--- src/sqf_pkg.sv ---
// constants and types shared by the supply sequencer fault logic
package sqf_pkg;
  localparam int NUM_CH = 4;
  localparam int CLK_HZ = 40000000;
  localparam int SAMPLE_US = 20;
  localparam int SAMPLE_CYC = (SAMPLE_US * CLK_HZ + 999999) / 1000000;
  localparam int FAST_US = 1;
  localparam int FAST_CYC = (FAST_US * CLK_HZ) / 1000000;
  localparam int DELAY_CYC_DEF = 400;
  localparam int PGT_CYC_DEF = 4000;
  localparam int CNT_W = 24;
  localparam logic [3:0] ENA_RESET = 4'h0;
  localparam logic [1:0] IND_IDLE = 2'h0;
  localparam logic [1:0] IND_INT = 2'h1;
  localparam logic [1:0] IND_EXT = 2'h2;
  typedef enum logic [2:0]
  {
    SQF_OFF = 3'h0,
    SQF_UP_WAIT = 3'h1,
    SQF_UP_DELAY = 3'h3,
    SQF_ALL_ON = 3'h2,
    SQF_DN_DELAY = 3'h6,
    SQF_DN_WAIT = 3'h7,
    SQF_FAULT = 3'h5
  } sqf_state_t;
endpackage : sqf_pkg

--- src/sqf_sequencer.sv ---
// four-channel supply sequencer with fault detection, latching and indication
// How it works
// - any fault drops all four supply enables at once.
// - internally found faults pull the shared fault line low immediately.
// - fault holds until all senses and request are low; the line, held low by the device itself, is not waited on.
// - externally commanded fault drives the timer pin low.
// - internally found fault raises the timer pin high.
// - origin indication stays valid until request and all senses are low.
// - a sense expected high reading low is a sequence fault.
// - precision sense judged on a sample taken about every 20 us.
// - fast low comparator flags a fault within about 1 us.
// - request withdrawn before power-on completion is a fault.
// - request raised again before power-off completion is a fault.
// - power-good timeout during power on is a fault.
// - external fault line pull makes the device hold the line low itself.
// - power-good timer restarts on each enable and resets on sense on.
// - power off steps down last channel first with delay between steps.
`timescale 1ns/1ps
`default_nettype none
module sqf_sequencer #(
  parameter int DELAY_CYC = sqf_pkg::DELAY_CYC_DEF,
  parameter int PGT_CYC = sqf_pkg::PGT_CYC_DEF,
  parameter bit PGT_USED = 1'b1
)
(
  input wire logic clk,
  input wire logic rst,
  input wire logic seqRequest,
  input wire logic [3:0] senseOn,
  input wire logic [3:0] senseFastLow,
  input wire logic faultLineIn,
  output logic [3:0] supplyEnables,
  output logic faultLineOut,
  output logic faultLineOe,
  output logic doneOut,
  output logic delayTimerPinHigh,
  output logic delayTimerPinOe,
  output logic faultInternal
);
  // ==========================================================
  // helpers
  function automatic logic [sqf_pkg::CNT_W-1:0] incSat(input logic [sqf_pkg::CNT_W-1:0] v);
    incSat = (v == {sqf_pkg::CNT_W{1'b1}}) ? v : v + 1'b1;
  endfunction : incSat

  function automatic logic [3:0] chMask(input logic [1:0] idx);
    chMask = 4'h1 << idx;
  endfunction : chMask

  function automatic logic isUp(input sqf_pkg::sqf_state_t s);
    isUp = (s == sqf_pkg::SQF_UP_WAIT) || (s == sqf_pkg::SQF_UP_DELAY);
  endfunction : isUp

  function automatic logic isDown(input sqf_pkg::sqf_state_t s);
    isDown = (s == sqf_pkg::SQF_DN_WAIT) || (s == sqf_pkg::SQF_DN_DELAY);
  endfunction : isDown

  // ==========================================================
  // state
  sqf_pkg::sqf_state_t state, next_state;
  logic [1:0] chan, next_chan;
  logic [sqf_pkg::CNT_W-1:0] delayCnt, next_delayCnt;
  logic [sqf_pkg::CNT_W-1:0] pgtCnt, next_pgtCnt;
  logic [sqf_pkg::CNT_W-1:0] sampleCnt, next_sampleCnt;
  logic [3:0] senseSampled, next_senseSampled;
  logic sampleFresh, next_sampleFresh;
  logic [3:0] ena, next_ena;
  logic [1:0] origin, next_origin;
  logic holdLine, next_holdLine;
  logic done, next_done;
  logic extSeen;
  logic expectHigh;
  logic [3:0] expectMask;
  logic seqFault;
  logic reqFault;
  logic pgtFault;
  logic intFault;
  logic clearOk;

  // ==========================================================
  // fault detection
  always_comb
  begin
    extSeen = !faultLineIn && !holdLine;
    expectMask = ena;
    expectHigh = isUp(state) || isDown(state) || (state == sqf_pkg::SQF_ALL_ON);
    // channels already confirmed on; the one being raised is judged by the timer
    if (state == sqf_pkg::SQF_UP_WAIT)
    begin
      expectMask = ena & ~chMask(chan);
    end
    if (state == sqf_pkg::SQF_DN_WAIT)
    begin
      expectMask = ena & ~chMask(chan);
    end
    // precision result only judged right after a fresh sample, never on a stale one
    seqFault = expectHigh && ((sampleFresh && |(expectMask & ~senseSampled)) || (|(expectMask & senseFastLow)));
    reqFault = (isUp(state) && !seqRequest) ||
               (isDown(state) && seqRequest);
    pgtFault = PGT_USED && (state == sqf_pkg::SQF_UP_WAIT) && (pgtCnt >= sqf_pkg::CNT_W'(PGT_CYC));
    intFault = seqFault || reqFault || pgtFault;
    clearOk = (senseOn == 4'h0) && !seqRequest && (faultLineIn || holdLine);
  end

  // ==========================================================
  // precision comparator sampling
  always_comb
  begin
    next_sampleCnt = (sampleCnt >= sqf_pkg::CNT_W'(sqf_pkg::SAMPLE_CYC - 1)) ? '0 : sampleCnt + 1'b1;
    next_senseSampled = (sampleCnt == '0) ? senseOn : senseSampled;
    next_sampleFresh = (sampleCnt == '0);
  end

  always_ff @(posedge clk or posedge rst)
  begin
    if (rst)
    begin
      sampleCnt <= '0;
      senseSampled <= 4'h0;
      sampleFresh <= 1'b0;
    end
    else
    begin
      sampleCnt <= next_sampleCnt;
      senseSampled <= next_senseSampled;
      sampleFresh <= next_sampleFresh;
    end
  end

  // ==========================================================
  // next state
  always_comb
  begin
    next_state = state;
    next_chan = chan;
    next_delayCnt = delayCnt;
    next_pgtCnt = pgtCnt;
    next_ena = ena;
    next_origin = origin;
    next_holdLine = holdLine;
    next_done = done;
    if (state != sqf_pkg::SQF_FAULT && (intFault || extSeen))
    begin
      next_state = sqf_pkg::SQF_FAULT;
      next_ena = sqf_pkg::ENA_RESET;
      next_holdLine = 1'b1;
      next_origin = intFault ? sqf_pkg::IND_INT : sqf_pkg::IND_EXT;
      next_done = 1'b0;
    end
    else
    begin
      case (state)
        sqf_pkg::SQF_OFF:
        begin
          next_done = 1'b0;
          if (seqRequest)
          begin
            next_chan = 2'h0;
            next_ena = chMask(2'h0);
            next_pgtCnt = '0;
            next_state = sqf_pkg::SQF_UP_WAIT;
          end
        end
        sqf_pkg::SQF_UP_WAIT:
        begin
          next_pgtCnt = incSat(pgtCnt);
          if (senseOn[chan])
          begin
            next_pgtCnt = '0;
            next_delayCnt = '0;
            if (chan == 2'h3)
            begin
              next_state = sqf_pkg::SQF_ALL_ON;
              next_done = 1'b1;
            end
            else
            begin
              next_state = sqf_pkg::SQF_UP_DELAY;
            end
          end
        end
        sqf_pkg::SQF_UP_DELAY:
        begin
          next_delayCnt = incSat(delayCnt);
          if (delayCnt >= sqf_pkg::CNT_W'(DELAY_CYC - 1))
          begin
            next_chan = chan + 2'h1;
            next_ena = ena | chMask(chan + 2'h1);
            next_pgtCnt = '0;
            next_state = sqf_pkg::SQF_UP_WAIT;
          end
        end
        sqf_pkg::SQF_ALL_ON:
        begin
          if (!seqRequest)
          begin
            next_chan = 2'h3;
            next_ena = ena & ~chMask(2'h3);
            next_state = sqf_pkg::SQF_DN_WAIT;
          end
        end
        sqf_pkg::SQF_DN_WAIT:
        begin
          if (!senseOn[chan])
          begin
            next_delayCnt = '0;
            if (chan == 2'h0)
            begin
              next_state = sqf_pkg::SQF_OFF;
              next_done = 1'b0;
            end
            else
            begin
              next_state = sqf_pkg::SQF_DN_DELAY;
            end
          end
        end
        sqf_pkg::SQF_DN_DELAY:
        begin
          next_delayCnt = incSat(delayCnt);
          if (delayCnt >= sqf_pkg::CNT_W'(DELAY_CYC - 1))
          begin
            next_chan = chan - 2'h1;
            next_ena = ena & ~chMask(chan - 2'h1);
            next_state = sqf_pkg::SQF_DN_WAIT;
          end
        end
        sqf_pkg::SQF_FAULT:
        begin
          next_ena = sqf_pkg::ENA_RESET;
          if (clearOk)
          begin
            next_state = sqf_pkg::SQF_OFF;
            next_holdLine = 1'b0;
            next_origin = sqf_pkg::IND_IDLE;
          end
        end
        default:
        begin
          next_state = sqf_pkg::SQF_FAULT;
          next_ena = sqf_pkg::ENA_RESET;
          next_holdLine = 1'b1;
          next_origin = sqf_pkg::IND_INT;
        end
      endcase
    end
  end

  // ==========================================================
  // registers
  always_ff @(posedge clk or posedge rst)
  begin
    if (rst)
    begin
      state <= sqf_pkg::SQF_OFF;
      chan <= 2'h0;
      delayCnt <= '0;
      pgtCnt <= '0;
      ena <= sqf_pkg::ENA_RESET;
      origin <= sqf_pkg::IND_IDLE;
      holdLine <= 1'b0;
      done <= 1'b0;
    end
    else
    begin
      state <= next_state;
      chan <= next_chan;
      delayCnt <= next_delayCnt;
      pgtCnt <= next_pgtCnt;
      ena <= next_ena;
      origin <= next_origin;
      holdLine <= next_holdLine;
      done <= next_done;
    end
  end

  // ==========================================================
  // outputs, each a flip-flop
  always_ff @(posedge clk or posedge rst)
  begin
    if (rst)
    begin
      supplyEnables <= 4'h0;
      faultLineOut <= 1'b0;
      faultLineOe <= 1'b0;
      doneOut <= 1'b0;
      delayTimerPinHigh <= 1'b0;
      delayTimerPinOe <= 1'b0;
      faultInternal <= 1'b0;
    end
    else
    begin
      supplyEnables <= next_ena;
      faultLineOut <= 1'b0;
      faultLineOe <= next_holdLine;
      doneOut <= next_done;
      delayTimerPinHigh <= (next_origin == sqf_pkg::IND_INT);
      delayTimerPinOe <= (next_origin != sqf_pkg::IND_IDLE);
      faultInternal <= (next_origin == sqf_pkg::IND_INT);
    end
  end
endmodule : sqf_sequencer
`default_nettype wire

--- config.mk ---
export PLATFORM = sky130hd
export DESIGN_NAME = sqf_sequencer
export DESIGN_NICKNAME = d
export VERILOG_FILES = /design/src/sqf_pkg.sv /design/src/sqf_sequencer.sv
export SDC_FILE = /design/constraint.sdc
export NUM_CORES = 1
export LEC_CHECK = 0
export BUFFER_PORTS_ARGS = -buffer_cell sky130_fd_sc_hd__buf_2
export CORE_MARGIN = 2
export CORE_UTILIZATION = 30
export DETAILED_ROUTE_END_ITERATION = 8
export HOLD_SLACK_MARGIN = 0.12
export PLACE_DENSITY_LB_ADDON = 0.2
export SYNTH_ARGS = -nofsm -noshare
export SYNTH_HDL_FRONTEND = slang
export SYNTH_SLANG_ARGS = --single-unit
--- constraint.sdc ---
create_clock -name clk -period 2.58 [get_ports clk]
set_clock_uncertainty 0.2 [all_clocks]
set_input_delay 0.129 -clock clk [delete_from_list [all_inputs] [get_ports clk]]
set_output_delay 0.129 -clock clk [all_outputs]
set_load 0.005 [all_outputs]
Word-level counts from Yosys, hierarchy flattened:

Cells that the tools add are included.

* word-level logic and storage cells: 159
* flip-flop bits (word level): 92
* input bits: 12
* output and inout port bits: 10

* shift-type cells: 3
* equal/unequal tests: 31
* add/sub/neg operators: 5
* reduce and logical (&&, ||, !) cells: 44
* $lt $le $gt $ge: 4
* mux-type cells: 49
* bitwise logic cells: 9

Operators with widths (number)
* two-way mux 24 bit: 8
* case mux 24 bit (3 select lines): 2
* adder 24 x 1 -> 24 bit, second input constant: 3
* == test 24 bit, second input constant: 2
* two-way mux 4 bit: 7
* two-way mux 3 bit: 9
* AND reduction 5 bit: 5
* greater-or-equal comparator 24 x 10 -> 1 bit, second input constant: 1
* greater-or-equal comparator 24 x 12 -> 1 bit, second input constant: 1
* greater-or-equal comparator 24 x 9 -> 1 bit, second input constant: 1
* logical NOT 24 bit: 1
* case mux 3 bit (7 select lines): 1
* case mux 4 bit (5 select lines): 1
* AND 4 bit: 4
* != test 3 x 1 -> 1 bit, second input constant: 5
* two-way mux 2 bit: 7
* != test 2 x 1 -> 1 bit, second input constant: 6
* != test 3 bit, second input constant: 4
* inverter 4 bit: 3
* left shift 1 x 2 -> 4 bit, first input constant: 3
* logical OR 1 bit: 10
* == test 3 bit, second input constant: 3
* logical AND 1 bit: 9
* two-way mux 1 bit: 9
* 29 further kinds: 40

Longest topological paths before layout:

Gate-level depths: netlist of run 1.

* depth after elaboration: 16
* mapped depth: 9
* gate-level depth less buffers: 8

Worst setup path before layout of run 1:

No wires, ideal clock.

* kind: register to register
* from: reg pgtCnt[0] (netlist bit)
* to: reg pgtCnt[6] (netlist bit)
* data arrival time: 2.404 ns
* clock period less this slack: 2.708 ns
* cell stages (with the launch flop): 10
* slack: -0.128 ns
* setup time: 0.104 ns
* buffers on the path: 1
* data required time: 2.276 ns
* cells stage by stage: dfrtp_1 > ha_1 > inv_1 > nor4_1 > and4_1 > and4_1 > a2111o_1 > clkbuf_1 > o21ai_1 > o41ai_2

* word-level cells in the longest chain between the ends: 7
* elaborated cells on any way between the ends: 13
* classes of those cells: add/sub: 1; order compare: 1; eq/ne: 2; mux: 3; bitwise: 1; reduce/logical: 5

Ends and longest elaborated chain
* start: declaration: RTL line sqf_sequencer.sv:63 `logic [sqf_pkg::CNT_W-1:0] pgtCnt, next_pgtCnt;`
* start signal: assignment: RTL line sqf_sequencer.sv:269 `pgtCnt <= next_pgtCnt;`
* parallel branches: the longest is 7 deep, another holds adder 24 x 1 -> 24 bit

Parallel ways; which one is timed is not known. The select of a mux whose other input is x is not followed.
A chain may end at the register's enable or synchronous reset.

Final worst setup path of run 1:

* from: reg state[2]
* to: reg pgtCnt[6] (netlist bit)

* word-level cells in the longest chain between the ends: 14
* elaborated cells on any way between the ends: 35
* classes of those cells: eq/ne: 9; mux: 3; bitwise: 3; reduce/logical: 20

Ends and longest elaborated chain
* start: declaration: RTL line sqf_sequencer.sv:60 `sqf_pkg::sqf_state_t state, next_state;`
* start signal: assignment: RTL line sqf_sequencer.sv:255 `state <= sqf_pkg::SQF_OFF;`
* start signal: assignment: RTL line sqf_sequencer.sv:266 `state <= next_state;`
* == test 3 x 1 -> 1 bit
* two-way mux 4 bit: RTL line sqf_sequencer.sv:88 `if (state == sqf_pkg::SQF_UP_WAIT)`
* two-way mux 4 bit: RTL line sqf_sequencer.sv:92 `if (state == sqf_pkg::SQF_DN_WAIT)`
* AND 4 bit: RTL line sqf_sequencer.sv:97 `seqFault = expectHigh && ((sampleFresh && |(expectMask & ~senseSampled)) || (|(expectMask & senseFastLow)));`
* OR reduction 4 bit: RTL line sqf_sequencer.sv:97
* logical AND 1 bit: RTL line sqf_sequencer.sv:97
* logical OR 1 bit: RTL line sqf_sequencer.sv:97
* logical AND 1 bit: RTL line sqf_sequencer.sv:97
* logical OR 1 bit (2 in a row): RTL line sqf_sequencer.sv:101 `intFault = seqFault || reqFault || pgtFault;`
* logical OR 1 bit: RTL line sqf_sequencer.sv:142 `if (state != sqf_pkg::SQF_FAULT && (intFault || extSeen))`
* logical AND 1 bit: RTL line sqf_sequencer.sv:142
* inverter 1 bit (no line)
* AND reduction 5 bit (no line)

Parallel ways exist; a longest one is shown, timed or not.

==> flow_metrics.tcl, run 1 <==
set metrics [dict create \
    io_pins 22 \
    hold_path_class "in2async" \
    row_count 46 \
    slew_headroom 0.575 \
    num-fill-cells 1570 \
    synth.most_common_cell "dfrtp_1" \
    synthCells 527 \
    routed_wl_um 13800 \
    grt_pass1_wl_um 22300 \
    synthTopCellsByCount "dfrtp_1, nor2_1, nand2_1" \
    grt_usage 0.157 \
    crit_type "reg2reg" \
    synth_top_area_cell "dfrtp_1" \
    violations "negative setup slack" \
    netlist_top_cells_area "dfrtp_1, nor2_1, o21ai_1" \
    grt_pass1_vias 4380 \
    die_y_um 133 \
    diodes 0 \
    route.detailed.wl_per_inst_um 15.7 \
    p_sw_frac 0.391 \
    p_clk_frac 0.220 \
    remaining_drc_errors 0 \
    period_minus_slack_ns 2.71 \
    postRouteAntennaNets 0 \
    arrival_ns 2.74 \
    seqPwrFrac 0.276 \
    tightest_slew_ns 0.636 \
    first_pass_iters 5 \
    synth_edf_count 0 \
    power_density_mw_per_mm2 861 \
    yosys_warnings 0 \
    p_sw_w 0.00234 \
    whs_ns 0.210 \
    final_layout_size_suffix_gt1_frac 0.320 \
    io_buffers 20 \
    status "finished with violations" \
    fin_ws_ns -0.126 \
    dp_hpwl_um 9460 \
    ctsHtreeMaxLevel 3 \
    drv_cap 0 \
    viasPerCell 5.21 \
    vdd_drop_max_uv 392 \
    area_delta_synth_final_pct 39.9 \
    power_w 0.00597 \
    rsz0062_at_grt "true" \
    path_clk_slew_ns 0.07 \
    antenna_found_initial 0 \
    clock_latency_ns 0.35 \
    multi_input_area_sq_mm 0.00289 \
    nNetsFinal 681 \
    required_ns 2.62 \
    ys.flop_type "dfrtp_1" \
    clock.fmax_mhz 370 \
    grt_max_degree 41 \
    ff_latch_area_sq_mm 0.00230 \
    hold_viol 0 \
    place_area_sq_mm 0.00595 \
    design.core.area_sq_mm 0.0160 \
    synth-seq-cells 92 \
    ys_types 64 \
    cts_root_buf "clkbuf_16" \
    gp_congestion 0.900 \
    avgSynthCellArea_sq_um 9.41 \
    cts_tree "built" \
    detail_route.iter0.violations 307 \
    end_kind "flip-flop" \
    slew_viol_final 0 \
    internal_power_w 0.00364 \
    p_leak_nw 3.00 \
    initial_utilization 0.310 \
    synth_top_cell_area_share 0.464 \
    period_share 1.05 \
    clock_sinks 92 \
    die_w_um 133 \
    final-setup-viol-count 41 \
    synth-seq-area-share 0.464 \
    p_comb_frac 0.504 \
    syn-cell-area_sq_mm 0.00496 \
    clockBufferDepth 2 \
    startpoint_type "flip-flop" \
    overflow 0 \
    vias 4589 \
    worstPathMaxFanout 8 \
    synthArstFlopShare 1.00 \
    final_area_sq_mm 0.00694 \
    cts_made_buffers 9 \
    die_area_sq_mm 0.0176 \
]
==> registers in the layout, indices dropped and copies added, names as in the netlist <==
name,cells
state,3
chan,2
pgtCnt,24
sampleFresh,1
faultInternal,1
sampleCnt,24
doneOut,1
origin,2
senseSampled,4
faultLineOe,1
supplyEnables,4
delayTimerPinOe,1
delayCnt,24
==> worst max-delay path: stages, from the launching register on <==
cell and delay [ns]:
dfrtp_2 0.44, xnor2_4 0.20, buf_12 0.15, a31oi_4 0.10
o41ai_4 0.43, o211ai_4 0.18, a2111o_1 0.38, buf_4 0.16
buf_4 0.15, o21ai_2 0.14, o41ai_2 0.08
==> area by class of cell <==
cell class | instances | share of cell area
multi-input cells | 405 | 0.416
well taps | 216 | 0.0390
clock inverters | 6 | 0.00758
repair buffers | 131 | 0.159
inverters | 21 | 0.0119
clock buffers | 10 | 0.0345
flip-flops and latches | 92 | 0.332
==> power by group through the flow <==
stage | clock [W] | combinational (W) | sequential (W)
2_1_floorplan | 0 | 0.00128 | 0.00164
3_3_place_gp | 0 | 0.00213 | 0.00166
3_5_place_dp | 0 | 0.00212 | 0.00167
4_1_cts | 0.00136 | 0.00221 | 0.00164
5_1_grt | 0.00142 | 0.00325 | 0.00166
6_report | 0.00131 | 0.00301 | 0.00165
==> logic make-up (layout without fill, tap and decap cells) <==
| kind of cell | count (synthesis) | after routing | synth area share |
|---|---|---|---|
| DFF | 92 | 92 | 0.464 |
| other | 1 | 15 | 0.000756 |
| adders and majority gates | 9 | 9 | 0.0227 |
| muxes | 6 | 6 | 0.0156 |
| xor gates and xnor gates | 9 | 9 | 0.0197 |
| AOI/OAI and AO/OA | 161 | 161 | 0.230 |
| and+or+nand+nor | 205 | 205 | 0.208 |
| buffers and inverters | 44 | 168 | 0.0381 |
==> layout by cell type (no fill, tap or decap), drive strengths merged, types with 14 or more instances in the layout <==
cell   count
nor2      57
and3      14
o21ai     53
buf      123
conb      15
o31ai     17
a31oi     19
dfrtp     92
a21oi     17
nand2     42
inv       23
nand3     31
==> routing by layer <==
| layer | vias up | global-route usage | wire (um) |
|---|---|---|---|
| met5 | - | 0 | 0 |
| met3 | 12 | 0.0207 | 478 |
| met4 | 0 | 0.0645 | 219 |
| met1 | 2256 | 0.224 | 6610 |
| li1 | 2231 | - | - |
| met2 | 90 | 0.238 | 6490 |
==> what timing repair did <==
| item | 4_1_cts | 5_1_grt |
|---|---|---|
| hold buffers | 6 | 0 |
| buffers inserted | 3 | 9 |
| setup endpoints to repair | 54 | 56 |
| pin swaps | 4 | 24 |
| cloned | 1 | 7 |
| gates resized for setup | 10 | 92 |
| hold endpoints to repair | 98 | 0 |
==> stage by stage <==
stage           util  std cells  worst slack [ns]  setup TNS, ns
6_report       0.434        881            -0.126          -2.42
5_1_grt        0.434        881            -0.238          -8.35
4_1_cts        0.399        865           -0.0823         -0.349
3_5_place_dp   0.372        839            -0.135          -2.05
3_3_place_gp   0.372        839            -0.102         -0.416
2_1_floorplan      -        541          -0.00965        -0.0193
==> final timing paths <==
check / cells after the start / end / slack, ns / startpoint
max: 10 / pgtCnt[6]$_DFFE_PP0P_ / -0.13 / state[2]$_DFFE_PP0P_
min: 3 / sampleCnt[12]$_DFF_PP0_ / 0.21 / rst
max reg2reg: 10 / pgtCnt[6]$_DFFE_PP0P_ / -0.13 / state[2]$_DFFE_PP0P_
min reg2reg: 1 / sampleCnt[0]$_DFF_PP0_ / 0.28 / sampleCnt[0]$_DFF_PP0_
max in group asynchronous: 4 / state[0]$_DFFE_PP0P_ / 1.34 / rst
min in group clk: 1 / sampleCnt[0]$_DFF_PP0_ / 0.28 / sampleCnt[0]$_DFF_PP0_
Power figures use the tool's default switching activity.
==> run 2, diff against run 1 <==
--- a/config.mk
+++ b/config.mk
@@ -6,7 +6,7 @@
 export NUM_CORES = 1
 export LEC_CHECK = 0
 export BUFFER_PORTS_ARGS = -buffer_cell sky130_fd_sc_hd__buf_2
-export CORE_MARGIN = 2
+export CORE_MARGIN = 10
 export CORE_UTILIZATION = 30
 export DETAILED_ROUTE_END_ITERATION = 8
 export HOLD_SLACK_MARGIN = 0.12
@@ -14,3 +14,4 @@
 export SYNTH_ARGS = -nofsm -noshare
 export SYNTH_HDL_FRONTEND = slang
 export SYNTH_SLANG_ARGS = --single-unit
+export TNS_END_PERCENT = 1
==> run 2 against run 1 <==
- the run still ends with negative setup slack left
- final cell count shrank 0.79%
- non-clock buffer count shrank 8
- register-to-register slack lost 0.03 ns
- design area shrank 6.7%
- count of clock-buffer cells in the layout shrank 1
- combinational power shrank 27%
- worst hold slack lost 0.049 ns
==> flow_metrics.tcl, run 2 (synthesis results as in run 1) <==
set metrics [dict create \
    reg_top3 "delayCnt x24, pgtCnt x24, sampleCnt x24" \
    period_share 1.06 \
    clock.fmax_mhz 365 \
    arrival_ns 2.78 \
    grt_pass1_wl_um 22900 \
    cts_tree "built" \
    grt_pass1_vias 4511 \
    required_ns 2.62 \
    period_minus_slack_ns 2.74 \
    route.detailed.wl_per_inst_um 15.0 \
    routed_wl_um 13100 \
    final_common_cell "buf_4" \
    p_leak_nw 2.88 \
    worstPathMaxFanout 8 \
    reg2reg_slack_ns -0.16 \
    power_w 0.00524 \
    status "finished with violations" \
    crit_type "reg2reg" \
    crit_family "compound AO/OA/AOI/OAI gates" \
    slew_viol_final 0 \
    vdd_drop_max_uv 331 \
    hold_path_class "in2async" \
    initial_utilization 0.309 \
    viasPerCell 5.13 \
    io_pins 22 \
    final-setup-viol-count 44 \
    design.core.area_sq_mm 0.0161 \
    multi_input_area_sq_mm 0.00260 \
    critical_path.max_stage_delay_ns 0.46 \
    power_density_mw_per_mm2 809 \
    area_delta_synth_final_pct 30.6 \
    worst-r2r-cell-count 8 \
    critPathLaunch "state[2]$_DFFE_PP0P_" \
    clock_latency_ns 0.35 \
    die_y_um 149 \
    grtUsageMet3 0.0231 \
    row_count 46 \
    nNetsFinal 673 \
    io_buffers 20 \
    end_kind "flip-flop" \
    grt_usage 0.125 \
    cts_root_buf "clkbuf_16" \
    violations "negative setup slack" \
    vias 4483 \
    postRouteAntennaNets 0 \
    timing.rr.start "state[2]$_DFFE_PP0P_" \
    hold_viol 0 \
    fin_ws_ns -0.161 \
    rr_endpoint "pgtCnt[5]$_DFFE_PP0P_" \
    endpoint "pgtCnt[5]$_DFFE_PP0P_" \
    gp_congestion 0.891 \
    whs_ns 0.161 \
    rsz0062_at_grt "true" \
    detail_route.iter0.violations 365 \
    path_clk_slew_ns 0.07 \
    first_pass_iters 5 \
    num-fill-cells 1612 \
    use_met1 0.170 \
    overflow 0 \
    path_depth 8 \
    final_layout_size_suffix_gt1_frac 0.257 \
    die_w_um 149 \
    path_cells "xnor2_4 > a31oi_2 > o41ai_4 > o211ai_4 > buf_4 > a2111oi_4 > nand2_2 > o41ai_2" \
    slew_headroom 0.597 \
    antenna_found_initial 1 \
    clockBufferDepth 2 \
    startpoint_type "flip-flop" \
    top_usage_layer "met2" \
    use_met2 0.193 \
    dp_hpwl_um 9770 \
    drv_cap 0 \
    cts_made_buffers 9 \
    grt_max_degree 40 \
    remaining_drc_errors 0 \
    path_buf_inv 1 \
    mostFrequentLayoutCells "buf_4, dfrtp_1, nor2_1, nand2_1, o21ai_1" \
    ctsHtreeMaxLevel 3 \
    tightest_slew_ns 0.605 \
    critPathSlowestCell "dfrtp_2" \
    clock_sinks 92 \
    ff_latch_area_sq_mm 0.00230 \
    die_area_sq_mm 0.0221 \
]
run 2: power by group:
group / total, W / switching (W) / internal (W)
Clock: 0.00139 / 0.000619 / 0.000769
Sequential: 0.00164 / 0.0000984 / 0.00155
Combinational: 0.00220 / 0.00127 / 0.000936
run 2: worst min-delay path by stage:
stage	slack, ns	cells past startpoint	end	start
floorplan	0.08	1	senseSampled[0]$_DFFE_PP0P_	senseOn[0]
global placement	-0.02	2	sampleCnt[14]$_DFF_PP0_	rst
detailed placement	-0.01	2	sampleCnt[22]$_DFF_PP0_	rst
CTS	0.17	3	sampleCnt[5]$_DFF_PP0_	rst
global route	0.21	3	sampleCnt[5]$_DFF_PP0_	rst
finish	0.16	3	sampleCnt[11]$_DFF_PP0_	rst
run 2: layer usage:
layer  vias up  part of all wire
met4         0             0.013
met2        59              0.46
met5         -                 0
met3        12             0.034
li1       2208                 -
met1      2204              0.49
run 2: final cells by class:
class,count,share of cell area
sequential,92,0.356
clock buffer,9,0.0348
antenna,1,0.000387
tap,216,0.0418
timing repair buffer,123,0.140
clock inverter,7,0.0130
multi-input combinational,405,0.401
inverter,21,0.0128
run 2: tightest hold or removal path: stages:
cell           delay [ns]
dlygate4sd3_1        0.53
buf_2                0.13
clkinvlp_4           0.34
run 2: metrics by stage:
step	util	cell area (sq um)	TNS [ns]	cells	setup slack, ns
2_1_floorplan	-	5010	-1.23	541	-0.128
3_3_place_gp	0.374	6000	-2.18	849	-0.108
3_5_place_dp	0.374	6000	-4.03	849	-0.161
4_1_cts	0.400	6430	-2.61	873	-0.164
5_1_grt	0.403	6470	-9.60	874	-0.310
6_report	0.403	6470	-2.70	874	-0.161
run 2: what timing repair did:
action / 4_1_cts / 5_1_grt
setup buffers: 3 / 0
cloned: 0 / 0
resized for setup: 10 / 9
pin swaps: 7 / 0
endpoints found under the setup margin: 51 / 59
hold buffers: 5 / 0
endpoints found under the hold margin: 57 / 0
